**config.mk**
```make
export PLATFORM = sky130hd
export DESIGN_NAME = via_ack
export DESIGN_NICKNAME = d
export VERILOG_FILES = /design/src/via_pkg.sv /design/src/via_ack.sv /design/src/via_edge_detect.sv
export SDC_FILE = /design/constraint.sdc
export NUM_CORES = 1
export LEC_CHECK = 0
export BUFFER_PORTS_ARGS = -buffer_cell sky130_fd_sc_hd__buf_4
export CORE_MARGIN = 2
export CORE_UTILIZATION = 40
export CTS_CLUSTER_DIAMETER = 50
export CTS_CLUSTER_SIZE = 12
export DETAILED_ROUTE_END_ITERATION = 12
export PLACE_DENSITY = 0.68
export REMOVE_ABC_BUFFERS = 1
export SYNTH_ARGS = -nofsm -noshare
export SYNTH_HDL_FRONTEND = slang
export SYNTH_SLANG_ARGS = --single-unit
```
**constraint.sdc**
```tcl
create_clock -name clk_i -period 3.84 [get_ports clk_i]
set_clock_uncertainty 0.2 [all_clocks]
set_input_delay 0.576 -clock clk_i [delete_from_list [all_inputs] [get_ports clk_i]]
set_output_delay 0.576 -clock clk_i [all_outputs]
set_load 0.02 [all_outputs]
```
**src/via_pkg.sv**
```systemverilog
// constants and types shared by the interrupt acknowledge block
package via_pkg;

	// ----------------------------------------------------------------
	// register addresses and layout
	// ----------------------------------------------------------------
	localparam logic [15:0] ADDR_RISE_SELECT = 16'hFF48;
	localparam logic [15:0] ADDR_FALL_SELECT = 16'hFF49;
	localparam logic [7:0] RISE_SELECT_RESET = 8'h00;
	localparam logic [7:0] FALL_SELECT_RESET = 8'h00;
	localparam int SELECT_BITS = 5;

	// ----------------------------------------------------------------
	// program status word
	// ----------------------------------------------------------------
	localparam logic [7:0] PSW_RESET = 8'h02;
	localparam int PSW_IE_BIT = 7;
	localparam int PSW_ISP_BIT = 1;

	// ----------------------------------------------------------------
	// vector table
	// ----------------------------------------------------------------
	localparam logic [15:0] VEC_NMI = 16'h0004;
	localparam logic [15:0] VEC_MASK_BASE = 16'h0006;
	localparam logic [15:0] VEC_BRK = 16'h003E;

	// ----------------------------------------------------------------
	// latency in cpu clocks, request to start of servicing
	// ----------------------------------------------------------------
	localparam int LAT_MIN_HI_CLK = 7;
	localparam int LAT_MIN_LO_CLK = 8;
	localparam int LAT_MAX_HI_CLK = 32;
	localparam int LAT_MAX_LO_CLK = 33;
	localparam logic [5:0] SEQ_TGT_HI = 6'(LAT_MIN_HI_CLK - 1);
	localparam logic [5:0] SEQ_TGT_LO = 6'(LAT_MIN_LO_CLK - 1);

	// ----------------------------------------------------------------
	// sequencer types
	// ----------------------------------------------------------------
	typedef enum logic [2:0] {
		ST_IDLE,
		ST_SAVE_PSW,
		ST_SAVE_PC,
		ST_WAIT,
		ST_JUMP
	} via_state_e;

	typedef enum logic [1:0] {
		KIND_NMI,
		KIND_MASK,
		KIND_BRK
	} via_kind_e;

endpackage : via_pkg
```
**src/via_ack.sv**
```systemverilog
// interrupt acknowledge logic: edge select, request flags, psw, stacking
// Contract
// Reset clears the rising and falling edge select registers to zero.
// Select pair per pin: 00 off, 01 falling, 10 rising, 11 both edges.
// Select registers read and written at their addresses, by bit or byte.
// Reset loads the status word with 02H.
// Every vectored acknowledge or break pushes the status word and clears enable.
// Maskable acknowledge copies the source priority flag into in-service priority.
// Returns and pop restore the status word; push-status pushes it.
// In-service 0 blocks low priority; enable 1 allows acknowledge, 0 blocks.
// Non-maskable ignores enable and priority and beats every other source.
// Non-maskable acknowledge pushes, clears enable and in-service, loads its vector.
// Non-maskable during its service waits for return plus one instruction.
// Repeated non-maskable requests during service collapse into one pending.
// Maskable source eligible only with request flag 1 and mask flag 0.
// Acknowledge needs enable set; low priority refused while in-service is zero.
// Latency 7 to 32 clocks high priority, 8 to 33 low priority.
// Longest latency when a divide starts; divide completes before acknowledge.
// Simultaneous requests: high priority first, then fixed default order.
// Untaken requests stay pending and are taken once conditions permit.
// Maskable: push status, push counter, clear enable, set priority, branch.
// Break always interrupts: push, clear enable, vector 003EH, return by break-return.
// Request flag set on its event, cleared on acknowledge and reset.
// Priority flag 0 selects high level, 1 selects low level.
// Pins synchronised; a selected edge sets the request flag once.
`timescale 1ns/100ps
module via_ack #(
	parameter int NUM_PINS = via_pkg::SELECT_BITS,
	parameter int NUM_SRC = 24
) (
	// clock and reset
	input wire logic clk_i,
	input wire logic rst_i,
	// special function register access from the cpu
	input wire logic [15:0] sfr_addr_i,
	input wire logic sfr_wr_i,
	input wire logic sfr_bit_i,
	input wire logic [2:0] sfr_bitpos_i,
	input wire logic [7:0] sfr_wdata_i,
	output logic [7:0] sfr_rdata_o,
	// interrupt sources
	input wire logic [NUM_PINS-1:0] external_irq_pin_i,
	input wire logic [NUM_SRC-1:0] irq_src_i,
	input wire logic nmi_req_i,
	// request, mask and priority flags
	input wire logic [NUM_SRC-1:0] request_flag_set_i,
	input wire logic [NUM_SRC-1:0] request_flag_clr_i,
	input wire logic [NUM_SRC-1:0] mask_flag_i,
	input wire logic [NUM_SRC-1:0] priority_flag_i,
	output logic [NUM_SRC-1:0] request_flag_o,
	// instruction sequencer
	input wire logic instr_boundary_i,
	input wire logic break_instruction_i,
	input wire logic return_from_irq_i,
	input wire logic return_from_break_i,
	input wire logic pop_psw_i,
	input wire logic push_psw_i,
	input wire logic [7:0] stack_data_i,
	input wire logic psw_wr_i,
	input wire logic [7:0] psw_wdata_i,
	// status word and stacking
	output logic [7:0] program_status_word_o,
	output logic cpu_hold_o,
	output logic push_psw_o,
	output logic push_pc_o,
	output logic [7:0] stack_data_o,
	output logic vec_load_o,
	output logic [15:0] vector_o,
	output logic nmi_active_o
);

	// ----------------------------------------------------------------
	// edge select registers
	// ----------------------------------------------------------------
	logic [NUM_PINS-1:0] rise_select_reg;
	logic [NUM_PINS-1:0] fall_select_reg;
	logic [7:0] next_rise;
	logic [7:0] next_fall;
	logic [7:0] rise_byte;
	logic [7:0] fall_byte;

	always_comb begin
		rise_byte = '0;
		fall_byte = '0;
		rise_byte[NUM_PINS-1:0] = rise_select_reg;
		fall_byte[NUM_PINS-1:0] = fall_select_reg;
		next_rise = rise_byte;
		next_fall = fall_byte;
		if (sfr_bit_i) begin
			next_rise[sfr_bitpos_i] = sfr_wdata_i[0];
			next_fall[sfr_bitpos_i] = sfr_wdata_i[0];
		end else begin
			next_rise = sfr_wdata_i;
			next_fall = sfr_wdata_i;
		end
	end

	always_ff @(posedge clk_i) begin
		if (rst_i) begin
			rise_select_reg <= NUM_PINS'(via_pkg::RISE_SELECT_RESET);
			fall_select_reg <= NUM_PINS'(via_pkg::FALL_SELECT_RESET);
		end else if (sfr_wr_i) begin
			if (sfr_addr_i == via_pkg::ADDR_RISE_SELECT) begin
				rise_select_reg <= next_rise[NUM_PINS-1:0];
			end else if (sfr_addr_i == via_pkg::ADDR_FALL_SELECT) begin
				fall_select_reg <= next_fall[NUM_PINS-1:0];
			end
		end
	end

	// read data registered; unused upper bits and other addresses read zero
	always_ff @(posedge clk_i) begin
		if (rst_i) begin
			sfr_rdata_o <= 8'h00;
		end else if (sfr_addr_i == via_pkg::ADDR_RISE_SELECT) begin
			sfr_rdata_o <= rise_byte;
		end else if (sfr_addr_i == via_pkg::ADDR_FALL_SELECT) begin
			sfr_rdata_o <= fall_byte;
		end else begin
			sfr_rdata_o <= 8'h00;
		end
	end

	// ----------------------------------------------------------------
	// external pins
	// ----------------------------------------------------------------
	logic [NUM_SRC-1:0] pin_event;

	genvar gi;
	generate
		for (gi = 0; gi < NUM_SRC; gi++) begin : g_pin
			if (gi < NUM_PINS) begin : g_used
				via_edge_detect u_edge (
					.clk_i(clk_i),
					.rst_i(rst_i),
					.pin_i(external_irq_pin_i[gi]),
					.rise_select_bit_i(rise_select_reg[gi]),
					.fall_select_bit_i(fall_select_reg[gi]),
					.edge_o(pin_event[gi])
				);
			end else begin : g_none
				assign pin_event[gi] = 1'b0;
			end
		end
	endgenerate

	// ----------------------------------------------------------------
	// sequencer state
	// ----------------------------------------------------------------
	via_pkg::via_state_e state;
	via_pkg::via_kind_e kind;
	logic [5:0] seq_cnt;
	logic [5:0] seq_tgt;
	logic [1:0] ret_hold;
	logic nmi_pend;
	logic [7:0] program_status_word;

	// ----------------------------------------------------------------
	// selection
	// ----------------------------------------------------------------
	logic [NUM_SRC-1:0] eligible;
	logic [NUM_SRC-1:0] elig_hi;
	logic [NUM_SRC-1:0] elig_lo;
	logic hi_found;
	logic lo_found;
	logic [4:0] hi_idx;
	logic [4:0] lo_idx;
	logic take_nmi;
	logic take_brk;
	logic take_mask;
	logic [4:0] take_idx;
	logic take_prio;
	logic idle_ok;

	assign eligible = request_flag_o & ~mask_flag_i;
	assign elig_hi = eligible & ~priority_flag_i;
	assign elig_lo = eligible & priority_flag_i;

	// lowest index wins within a level
	always_comb begin
		hi_found = 1'b0;
		lo_found = 1'b0;
		hi_idx = 5'h00;
		lo_idx = 5'h00;
		for (int i = NUM_SRC - 1; i >= 0; i--) begin
			if (elig_hi[i]) begin
				hi_found = 1'b1;
				hi_idx = 5'(i);
			end
			if (elig_lo[i]) begin
				lo_found = 1'b1;
				lo_idx = 5'(i);
			end
		end
	end

	// nmi and maskable decisions only at an instruction boundary, so a divide finishes first
	assign idle_ok = (state == via_pkg::ST_IDLE) && (ret_hold == 2'b00);
	assign take_nmi = idle_ok && instr_boundary_i && (nmi_pend && !nmi_active_o);
	assign take_brk = (state == via_pkg::ST_IDLE) && break_instruction_i && !take_nmi;
	assign take_mask = idle_ok && instr_boundary_i && !take_nmi && !break_instruction_i
		&& program_status_word[via_pkg::PSW_IE_BIT] && !nmi_active_o
		&& (hi_found || (lo_found && program_status_word[via_pkg::PSW_ISP_BIT]));
	assign take_idx = hi_found ? hi_idx : lo_idx;
	assign take_prio = !hi_found;

	// ----------------------------------------------------------------
	// request flags: set wins over any clear in the same cycle
	// ----------------------------------------------------------------
	logic [NUM_SRC-1:0] ack_clr;

	always_comb begin
		ack_clr = '0;
		if (take_mask) begin
			ack_clr[take_idx] = 1'b1;
		end
	end

	always_ff @(posedge clk_i) begin
		if (rst_i) begin
			request_flag_o <= '0;
		end else begin
			request_flag_o <= (request_flag_o & ~request_flag_clr_i & ~ack_clr)
				| irq_src_i | pin_event | request_flag_set_i;
		end
	end

	// ----------------------------------------------------------------
	// non-maskable tracking
	// ----------------------------------------------------------------
	always_ff @(posedge clk_i) begin
		if (rst_i) begin
			nmi_pend <= 1'b0;
		end else if (nmi_req_i) begin
			nmi_pend <= 1'b1;
		end else if (take_nmi) begin
			nmi_pend <= 1'b0;
		end
	end

	always_ff @(posedge clk_i) begin
		if (rst_i) begin
			nmi_active_o <= 1'b0;
		end else if (take_nmi) begin
			nmi_active_o <= 1'b1;
		end else if (return_from_irq_i) begin
			nmi_active_o <= 1'b0;
		end
	end

	// the return and one following main instruction run before any new acknowledge
	always_ff @(posedge clk_i) begin
		if (rst_i) begin
			ret_hold <= 2'b00;
		end else if (return_from_irq_i || return_from_break_i) begin
			ret_hold <= 2'b10;
		end else if (instr_boundary_i && ret_hold != 2'b00) begin
			ret_hold <= ret_hold - 2'b01;
		end
	end

	// ----------------------------------------------------------------
	// program status word
	// ----------------------------------------------------------------
	always_ff @(posedge clk_i) begin
		if (rst_i) begin
			program_status_word <= via_pkg::PSW_RESET;
		end else if (take_nmi) begin
			program_status_word[via_pkg::PSW_IE_BIT] <= 1'b0;
			program_status_word[via_pkg::PSW_ISP_BIT] <= 1'b0;
		end else if (take_mask) begin
			program_status_word[via_pkg::PSW_IE_BIT] <= 1'b0;
			program_status_word[via_pkg::PSW_ISP_BIT] <= priority_flag_i[take_idx];
		end else if (take_brk) begin
			program_status_word[via_pkg::PSW_IE_BIT] <= 1'b0;
		end else if (return_from_irq_i || return_from_break_i || pop_psw_i) begin
			program_status_word <= stack_data_i;
		end else if (psw_wr_i) begin
			program_status_word <= psw_wdata_i;
		end
	end

	always_ff @(posedge clk_i) begin
		if (rst_i) begin
			program_status_word_o <= via_pkg::PSW_RESET;
		end else begin
			program_status_word_o <= program_status_word;
		end
	end

	// ----------------------------------------------------------------
	// stacking and vectoring sequence
	// ----------------------------------------------------------------
	always_ff @(posedge clk_i) begin
		if (rst_i) begin
			state <= via_pkg::ST_IDLE;
			kind <= via_pkg::KIND_MASK;
			seq_cnt <= 6'h00;
			seq_tgt <= via_pkg::SEQ_TGT_HI;
			vector_o <= 16'h0000;
		end else begin
			case (state)
				via_pkg::ST_IDLE: begin
					seq_cnt <= 6'h01;
					if (take_nmi) begin
						state <= via_pkg::ST_SAVE_PSW;
						kind <= via_pkg::KIND_NMI;
						seq_tgt <= via_pkg::SEQ_TGT_HI;
						vector_o <= via_pkg::VEC_NMI;
					end else if (take_brk) begin
						state <= via_pkg::ST_SAVE_PSW;
						kind <= via_pkg::KIND_BRK;
						seq_tgt <= via_pkg::SEQ_TGT_HI;
						vector_o <= via_pkg::VEC_BRK;
					end else if (take_mask) begin
						state <= via_pkg::ST_SAVE_PSW;
						kind <= via_pkg::KIND_MASK;
						seq_tgt <= take_prio ? via_pkg::SEQ_TGT_LO : via_pkg::SEQ_TGT_HI;
						vector_o <= via_pkg::VEC_MASK_BASE + {10'h000, take_idx, 1'b0};
					end
				end
				via_pkg::ST_SAVE_PSW: begin
					seq_cnt <= seq_cnt + 6'h01;
					state <= via_pkg::ST_SAVE_PC;
				end
				via_pkg::ST_SAVE_PC: begin
					seq_cnt <= seq_cnt + 6'h01;
					state <= via_pkg::ST_WAIT;
				end
				via_pkg::ST_WAIT: begin
					seq_cnt <= seq_cnt + 6'h01;
					if (seq_cnt == seq_tgt - 6'h01) begin
						state <= via_pkg::ST_JUMP;
					end
				end
				via_pkg::ST_JUMP: begin
					state <= via_pkg::ST_IDLE;
				end
				default: begin
					state <= via_pkg::ST_IDLE;
				end
			endcase
		end
	end

	// ----------------------------------------------------------------
	// registered strobes toward the sequencer
	// ----------------------------------------------------------------
	logic start;

	assign start = take_nmi || take_brk || take_mask;

	always_ff @(posedge clk_i) begin
		if (rst_i) begin
			push_psw_o <= 1'b0;
			push_pc_o <= 1'b0;
			stack_data_o <= 8'h00;
			vec_load_o <= 1'b0;
			cpu_hold_o <= 1'b0;
		end else begin
			push_psw_o <= start || (push_psw_i && state == via_pkg::ST_IDLE);
			push_pc_o <= (state == via_pkg::ST_SAVE_PSW);
			if (start || (push_psw_i && state == via_pkg::ST_IDLE)) begin
				stack_data_o <= program_status_word;
			end
			vec_load_o <= (state == via_pkg::ST_WAIT) && (seq_cnt == seq_tgt - 6'h01);
			if (start) begin
				cpu_hold_o <= 1'b1;
			end else if (state == via_pkg::ST_WAIT && seq_cnt == seq_tgt - 6'h01) begin
				cpu_hold_o <= 1'b0;
			end
		end
	end

endmodule : via_ack

```
**src/via_edge_detect.sv**
```systemverilog
// one external interrupt pin: synchroniser and edge selection
`timescale 1ns/100ps
module via_edge_detect (
	// clock and reset
	input wire logic clk_i,
	input wire logic rst_i,
	// pin and edge selection
	input wire logic pin_i,
	input wire logic rise_select_bit_i,
	input wire logic fall_select_bit_i,
	// one pulse per selected edge
	output logic edge_o
);

	// ----------------------------------------------------------------
	// three-stage synchroniser
	// ----------------------------------------------------------------
	logic sync1;
	logic sync2;
	logic sync3;
	logic level;

	always_ff @(posedge clk_i) begin
		if (rst_i) begin
			sync1 <= 1'b0;
			sync2 <= 1'b0;
			sync3 <= 1'b0;
		end else begin
			sync1 <= pin_i;
			sync2 <= sync1;
			sync3 <= sync2;
		end
	end

	// ----------------------------------------------------------------
	// accepted level and edge pulse
	// ----------------------------------------------------------------
	always_ff @(posedge clk_i) begin
		if (rst_i) begin
			level <= 1'b0;
			edge_o <= 1'b0;
		end else begin
			edge_o <= 1'b0;
			if (sync2 == sync3 && sync2 != level) begin
				level <= sync2;
				edge_o <= (sync2 & rise_select_bit_i) | (~sync2 & fall_select_bit_i);
			end
		end
	end

endmodule : via_edge_detect

```
# == After elaboration in Yosys (flattened, before gate mapping) ==
# Index checks and enable logic that the tools add are counted.
# totals
input_bits,180
elab_cells,308
out_inout_bits,69
reg_bits,130
# op_classes
add_sub_neg,4
eq_ne,19
bitwise_logic,41
muxes,136
n_reduce_logical,57
magnitude_cmp,4
# op_table
cell,n
5-bit 2-to-1 mux,53
24-bit bitwise AND,5
24-bit inverter,4
1-bit 2-to-1 mux,60
16-bit 2-to-1 mux,3
24-bit OR,2
"16-bit == test, second input constant",2
24-bit 2-to-1 mux,1
24-bit by 5-bit OR with 24-bit output,1
1-bit logical AND,22
6-bit 2-to-1 mux,3
8-bit bitwise mux,2
8-bit 2-to-1 mux,2
1-bit inverter,14
2-bit nonzero test,7
2-bit OR reduction,7
3-bit 2-to-1 mux,4
3-bit case mux with 4 select lines,1
6-bit case mux with 2 select lines,1
1-bit bitwise AND,10
2-bit AND reduction,4
"3-bit by 6-bit adder with 7-bit output, first input constant",1
"6-bit by 1-bit adder with 6-bit output, second input constant",1
"3-bit by 2-bit == test with 1-bit output, second input constant",2
28 further kinds,49

# == Depth between registers and ports, before layout ==
# depth
ltp_word,38
ltp_mapped,12
mapped_depth_nobuf,12

# == By module ==
# A second synthesis with hierarchy kept.
# hier_totals
hier_cells,690
hier_area_um2,5913.2
# modules_own_cells
mod,area_per_inst_um2,cells_per_inst,n_inst,seq_area_each_um2
via_ack,5124.9,620,1,1741.7
via_edge_detect,157.7,14,5,100.1

# == Worst setup path before layout ==
# No wires, ideal clock.
# synth_timing
path_kind,input-to-reg
from,input port mask_flag_i[22]
to,register request_flag_o[0]
path_buffers,0
arrival_ns,2.733
path_stages,11
required_ns,3.570
path_slack_ns,0.836
setup_time_ns,0.070
cell_sequence,or3b_1 -> nand2_1 -> a211oi_1 -> o31a_1 -> o311ai_0 -> a22o_1 -> inv_1 -> ha_1 -> and2_1 -> a211o_1 -> a21oi_1
# synth_between
elab_chain_len,37
word_cells_on_any_way,111
classes_between,order compare: 2; mux: 96; bitwise: 9; reduce/logical: 4
# synth_rtl
item,line_no,source
"start, declared",via_ack.sv:48,"input wire logic [NUM_SRC-1:0] mask_flag_i,"
24-bit inverter (*),via_ack.sv:175,assign eligible = request_flag_o & ~mask_flag_i;
24-bit bitwise AND (*),via_ack.sv:175,
24-bit bitwise AND (on tied branches),"via_ack.sv:177, via_ack.sv:176",
"5-bit 2-to-1 mux, or another cell as far along (23 in series)",via_ack.sv:190,if (elig_lo[i]) begin
5-bit 2-to-1 mux,via_ack.sv:204,assign take_idx = hi_found ? hi_idx : lo_idx;
5-bit by 6-bit < comparator with 1-bit output (not written as such) / 5-bit by 1-bit greater-or-equal comparator with 1-bit output (equally long branches),via_ack.sv:215,ack_clr[take_idx] = 1'b1;
1-bit logical AND (not written as such),via_ack.sv:215,
1-bit 2-to-1 mux (not written as such),via_ack.sv:215,
1-bit demux with 5-bit select,via_ack.sv:215,
24-bit 2-to-1 mux (*),via_ack.sv:214,if (take_mask) begin
24-bit inverter (*),via_ack.sv:223,request_flag_o <= (request_flag_o & ~request_flag_clr_i & ~ack_clr)
24-bit bitwise AND (*),via_ack.sv:223,
24-bit OR (*),via_ack.sv:224,| irq_src_i | pin_event | request_flag_set_i;
24-bit by 5-bit OR with 24-bit output (*),via_ack.sv:224,
24-bit OR (*),via_ack.sv:224,
"end signal, assigned",via_ack.sv:223,
"end, declared",via_ack.sv:50,"output logic [NUM_SRC-1:0] request_flag_o,"
# Mark *: on every way between the ends. The rest lies on a longest branch, timed or not.
# A chain may end at the register's enable or synchronous reset.

# == Worst setup path in the final report ==
# layout_timing
from,register request_flag_o[8]
to,register request_flag_o[2]
# layout_between
elab_chain_len,22
word_cells_on_any_way,54
classes_between,order compare: 2; mux: 40; bitwise: 8; reduce/logical: 4
# layout_rtl
item,line_no
24-bit bitwise AND (*),via_ack.sv:175
24-bit bitwise AND (on tied branches),"via_ack.sv:177, via_ack.sv:176"
"5-bit 2-to-1 mux, or another cell as far along (9 in series)",via_ack.sv:190
5-bit 2-to-1 mux,via_ack.sv:204
5-bit by 6-bit < comparator with 1-bit output (not written as such) / 5-bit by 1-bit greater-or-equal comparator with 1-bit output (equally long branches),via_ack.sv:215
1-bit logical AND (not written as such),via_ack.sv:215
1-bit 2-to-1 mux (not written as such),via_ack.sv:215
1-bit demux with 5-bit select,via_ack.sv:215
24-bit 2-to-1 mux (*),via_ack.sv:214
24-bit inverter (*),via_ack.sv:223
24-bit bitwise AND (*),via_ack.sv:223
24-bit OR (*),via_ack.sv:224
24-bit by 5-bit OR with 24-bit output (*),via_ack.sv:224
24-bit OR (*),via_ack.sv:224
# Marked as above.

==> flow_summary.yaml <==
cells_and_area:
  syn_to_final_growth_pct: 38.7
  antenna_cells: 0
  fillers: 1307
  drive_above_1_share: 0.313
  nets: 1086
  largest_register: "request_flag_o"
  largest_reg_flops: 24
  fin_cells: 1084
power_and_ir_drop:
  power_frac_comb: 0.242
  p_leak_nw: 3.47
  switching_share: 0.296
  pwr-share-clk: 0.329
  irDropWorstVdd_mv: 0.300
  p_int_w: 0.00211
  switchingPower_w: 0.000887
  power_frac_seq: 0.429
  power.density_nw_per_um2: 377
setup_path:
  path_common_cell: "a21oi_1"
  cp_max_fo: 5
  path_cells: "nor3b_1 > buf_4 > nor4_2 > nand4_2 > or4_1 > a21oi_1 > or3_4 > inv_1 > ha_1 > and2_1 > a211o_1 > a21oi_1"
  startpoint_type: "flop"
  max_stage_delay_ps: 510
  crit_type: "flop to flop"
  slowest_stage: "or4_1"
  setup.worst_path.end_class: "flop"
  critPathArrivalTime_ps: 3360
  cp_data_required_time_ps: 3930
clocking:
  cts_hold_buf: 0
  clk_latency_ps: 360
  cts_resized: 0
  cts_setup_buffers: 0
  cts_inserted_buffers: 9
  root_buffer: "clkbuf_16"
  htree_levels: 3
  clock-sinks: 112
  clkTransAtPathRegs_ps: 70
  cts_tree: "yes"
  cts_buffer_depth: 2
synth:
  synth_ff_type: "dfxtp_1"
  synthCells: 668
  synth_area_um2: 5730
  synth_compound_area_frac: 0.161
  synth_top_area_frac: 0.391
  async_flop_share: 0
  synth-xor-area-share: 0.0122
  yosys-top-cells-area: "dfxtp_1, nor2_1, a21oi_1"
  synth.largest_area_cell: "dfxtp_1"
  ys_types: 66
  syn_area_per_cell_um2: 8.58
  synth_top_family_by_area: "simple AND/OR/NAND/NOR gates"
  synth_enable_flop_cells: 0
  synth_adder_area_share: 0.0153
  synthMuxAreaShare: 0.0367
  yosys-top-cells-count: "dfxtp_1, nor2_1, a21oi_1"
  synthSimpleGateAreaFrac: 0.342
  synth_seq_cells: 112
  ys_warn_count: 0
  yosysSeqAreaShare: 0.391
  yosysMostFrequentCell: "dfxtp_1"
die:
  die_w_um: 124
  num_rows: 43
  die_h_um: 124
  start_util: 0.411
  die_area_um2: 15300
  io_pins: 249
  core-area_um2: 13900
sta:
  fin_tns_setup_ps: 0
  hold_viol_final: 0
  rsz0062_at_grt: "false"
  period_share: 0.851
  tightest_slew_ps: 720
  fmaxAchievable_mhz: 306
  drv_slew: 0
  period_needed_ps: 3270
  setup_violations: 0
  relSlewSlack: 0.517
route:
  drcViolationCount: 0
  dr.max_layer_used: "met4"
  antenna_left: 0
  drt_wl_total_um: 16500
  viasPerCell: 5.11
  wl_met1_um: 6960
  routedWlPerCell_um: 15.2
  detail_route.iter0.violations: 252
  wl_met2_um: 7510
  first_pass_iters: 7
  num_vias: 5538
  dr_wl_met3_um: 1710
placement:
  numPortBuffers: 232
  place_hpwl_um: 13200
  place_congestion: 0.902
  numPlacedInstances: 1068
outcome:
  status: "completed"
worst_hold_path:
  hold_path.class: "input port to flop"
run:
  drv_cap: 0
grt:
  antenna_found_initial: 0
  grt-ovfl-total: 0
  grt_usage: 0.215
  grt_pass1_vias: 5175
  grt_max_degree: 55
  grt_pass1_wl_um: 25300
[cell usage in the layout, fill, tap and decap left out, types with 3 or more instances in the layout]
master,netlist,routed
buf_4,14,238
and2_1,7,7
a31oi_1,5,5
nand3b_1,21,21
or3b_1,3,3
a311oi_1,4,4
o21ai_0,30,30
and3b_1,5,5
ha_1,7,7
nor4_1,5,5
nor2b_1,36,36
nand3_1,12,12
nor3b_1,16,16
xnor2_1,4,4
clkbuf_16,0,9
conb_1,1,13
nor4b_1,4,4
o211a_1,3,3
a211oi_1,16,16
nor3_1,29,29
xor2_1,4,4
nor2_1,80,80
a211o_1,5,5
dfxtp_1,112,112
nand2_1,44,44
o31ai_1,3,3
inv_1,17,17
a21oi_1,56,56
mux2i_1,21,21
a22o_1,3,3
nand4_1,3,3
nand2b_1,24,24
nor3b_2,13,13
nor4_4,4,4
[per-layer routing]
metal,track usage,up-vias
met2,0.351,209
met5,0,-
li1,-,2815
met3,0.0788,20
met4,0.0639,0
met1,0.264,2494
[cell families (layout without fill, tap and decap cells)]
group / Yosys count / count (layout)
multiplexers: 21 / 21
XOR/XNOR: 8 / 8
AO/OA/AOI/OAI: 146 / 146
adder cells (fa/ha/maj): 7 / 7
buffers and inverters: 48 / 272
other: 1 / 13
flip-flops: 112 / 112
AND/OR/NAND/NOR: 325 / 325
[worst paths after layout]
kind / startpoint / to / slack (ps) / cells after the start
hold reg to reg: g_pin[4].g_used.u_edge.sync1$_SDFF_PP0_ / g_pin[4].g_used.u_edge.sync2$_SDFF_PP0_ / 240 / 1
hold / removal: return_from_break_i / ret_hold[0]$_SDFFE_PP0P_ / 220 / 2
setup / recovery: request_flag_o[8]$_SDFF_PP0_ / request_flag_o[2]$_SDFF_PP0_ / 570 / 12
setup reg to reg: request_flag_o[8]$_SDFF_PP0_ / request_flag_o[2]$_SDFF_PP0_ / 570 / 12
[worst max-delay path, delay by kind of cell (launching register included)]
family / cells / cell delay (ps)
AND/OR/NAND/NOR: 6 / 1680
buffers and inverters: 2 / 230
AO/OA/AOI/OAI: 3 / 570
flip-flops: 1 / 350
adder cells (fa/ha/maj): 1 / 190
[layout make-up]
cell class | count | area [um2] | share of cell area
Tap cell | 180 | 225 | 0.0283
Clock inverter | 6 | 83.8 | 0.0105
Clock buffer | 10 | 229 | 0.0288
Inverter | 17 | 63.8 | 0.00803
Sequential cell | 112 | 2240 | 0.282
Multi-Input combinational cell | 520 | 3300 | 0.415
Timing Repair Buffer | 239 | 1810 | 0.227
[through the flow]
step | hold WS [ps] | setup slack [ps] | instance area [um2] | util | power (W)
detailed placement | 222 | 336 | 7640 | 0.548 | 0.00204
CTS | 197 | 570 | 7950 | 0.571 | 0.00304
floorplan | 214 | 837 | 5610 | - | 0.00169
global placement | 216 | 396 | 7640 | 0.548 | 0.00204
finish | 217 | 573 | 7950 | 0.571 | 0.00300
global route | 203 | 373 | 7950 | 0.571 | 0.00316
[power by group through the flow]
stage	combinational, W	clock (W)	sequential [W]
final	0.000727	0.000986	0.00129
after floorplan	0.000333	0	0.00136
after CTS	0.000730	0.00102	0.00129
after detailed placement	0.000728	0	0.00131
after global routing	0.000796	0.00106	0.00130
after global placement	0.000724	0	0.00131
No activity file was read; power rests on OpenSTA's default activity.
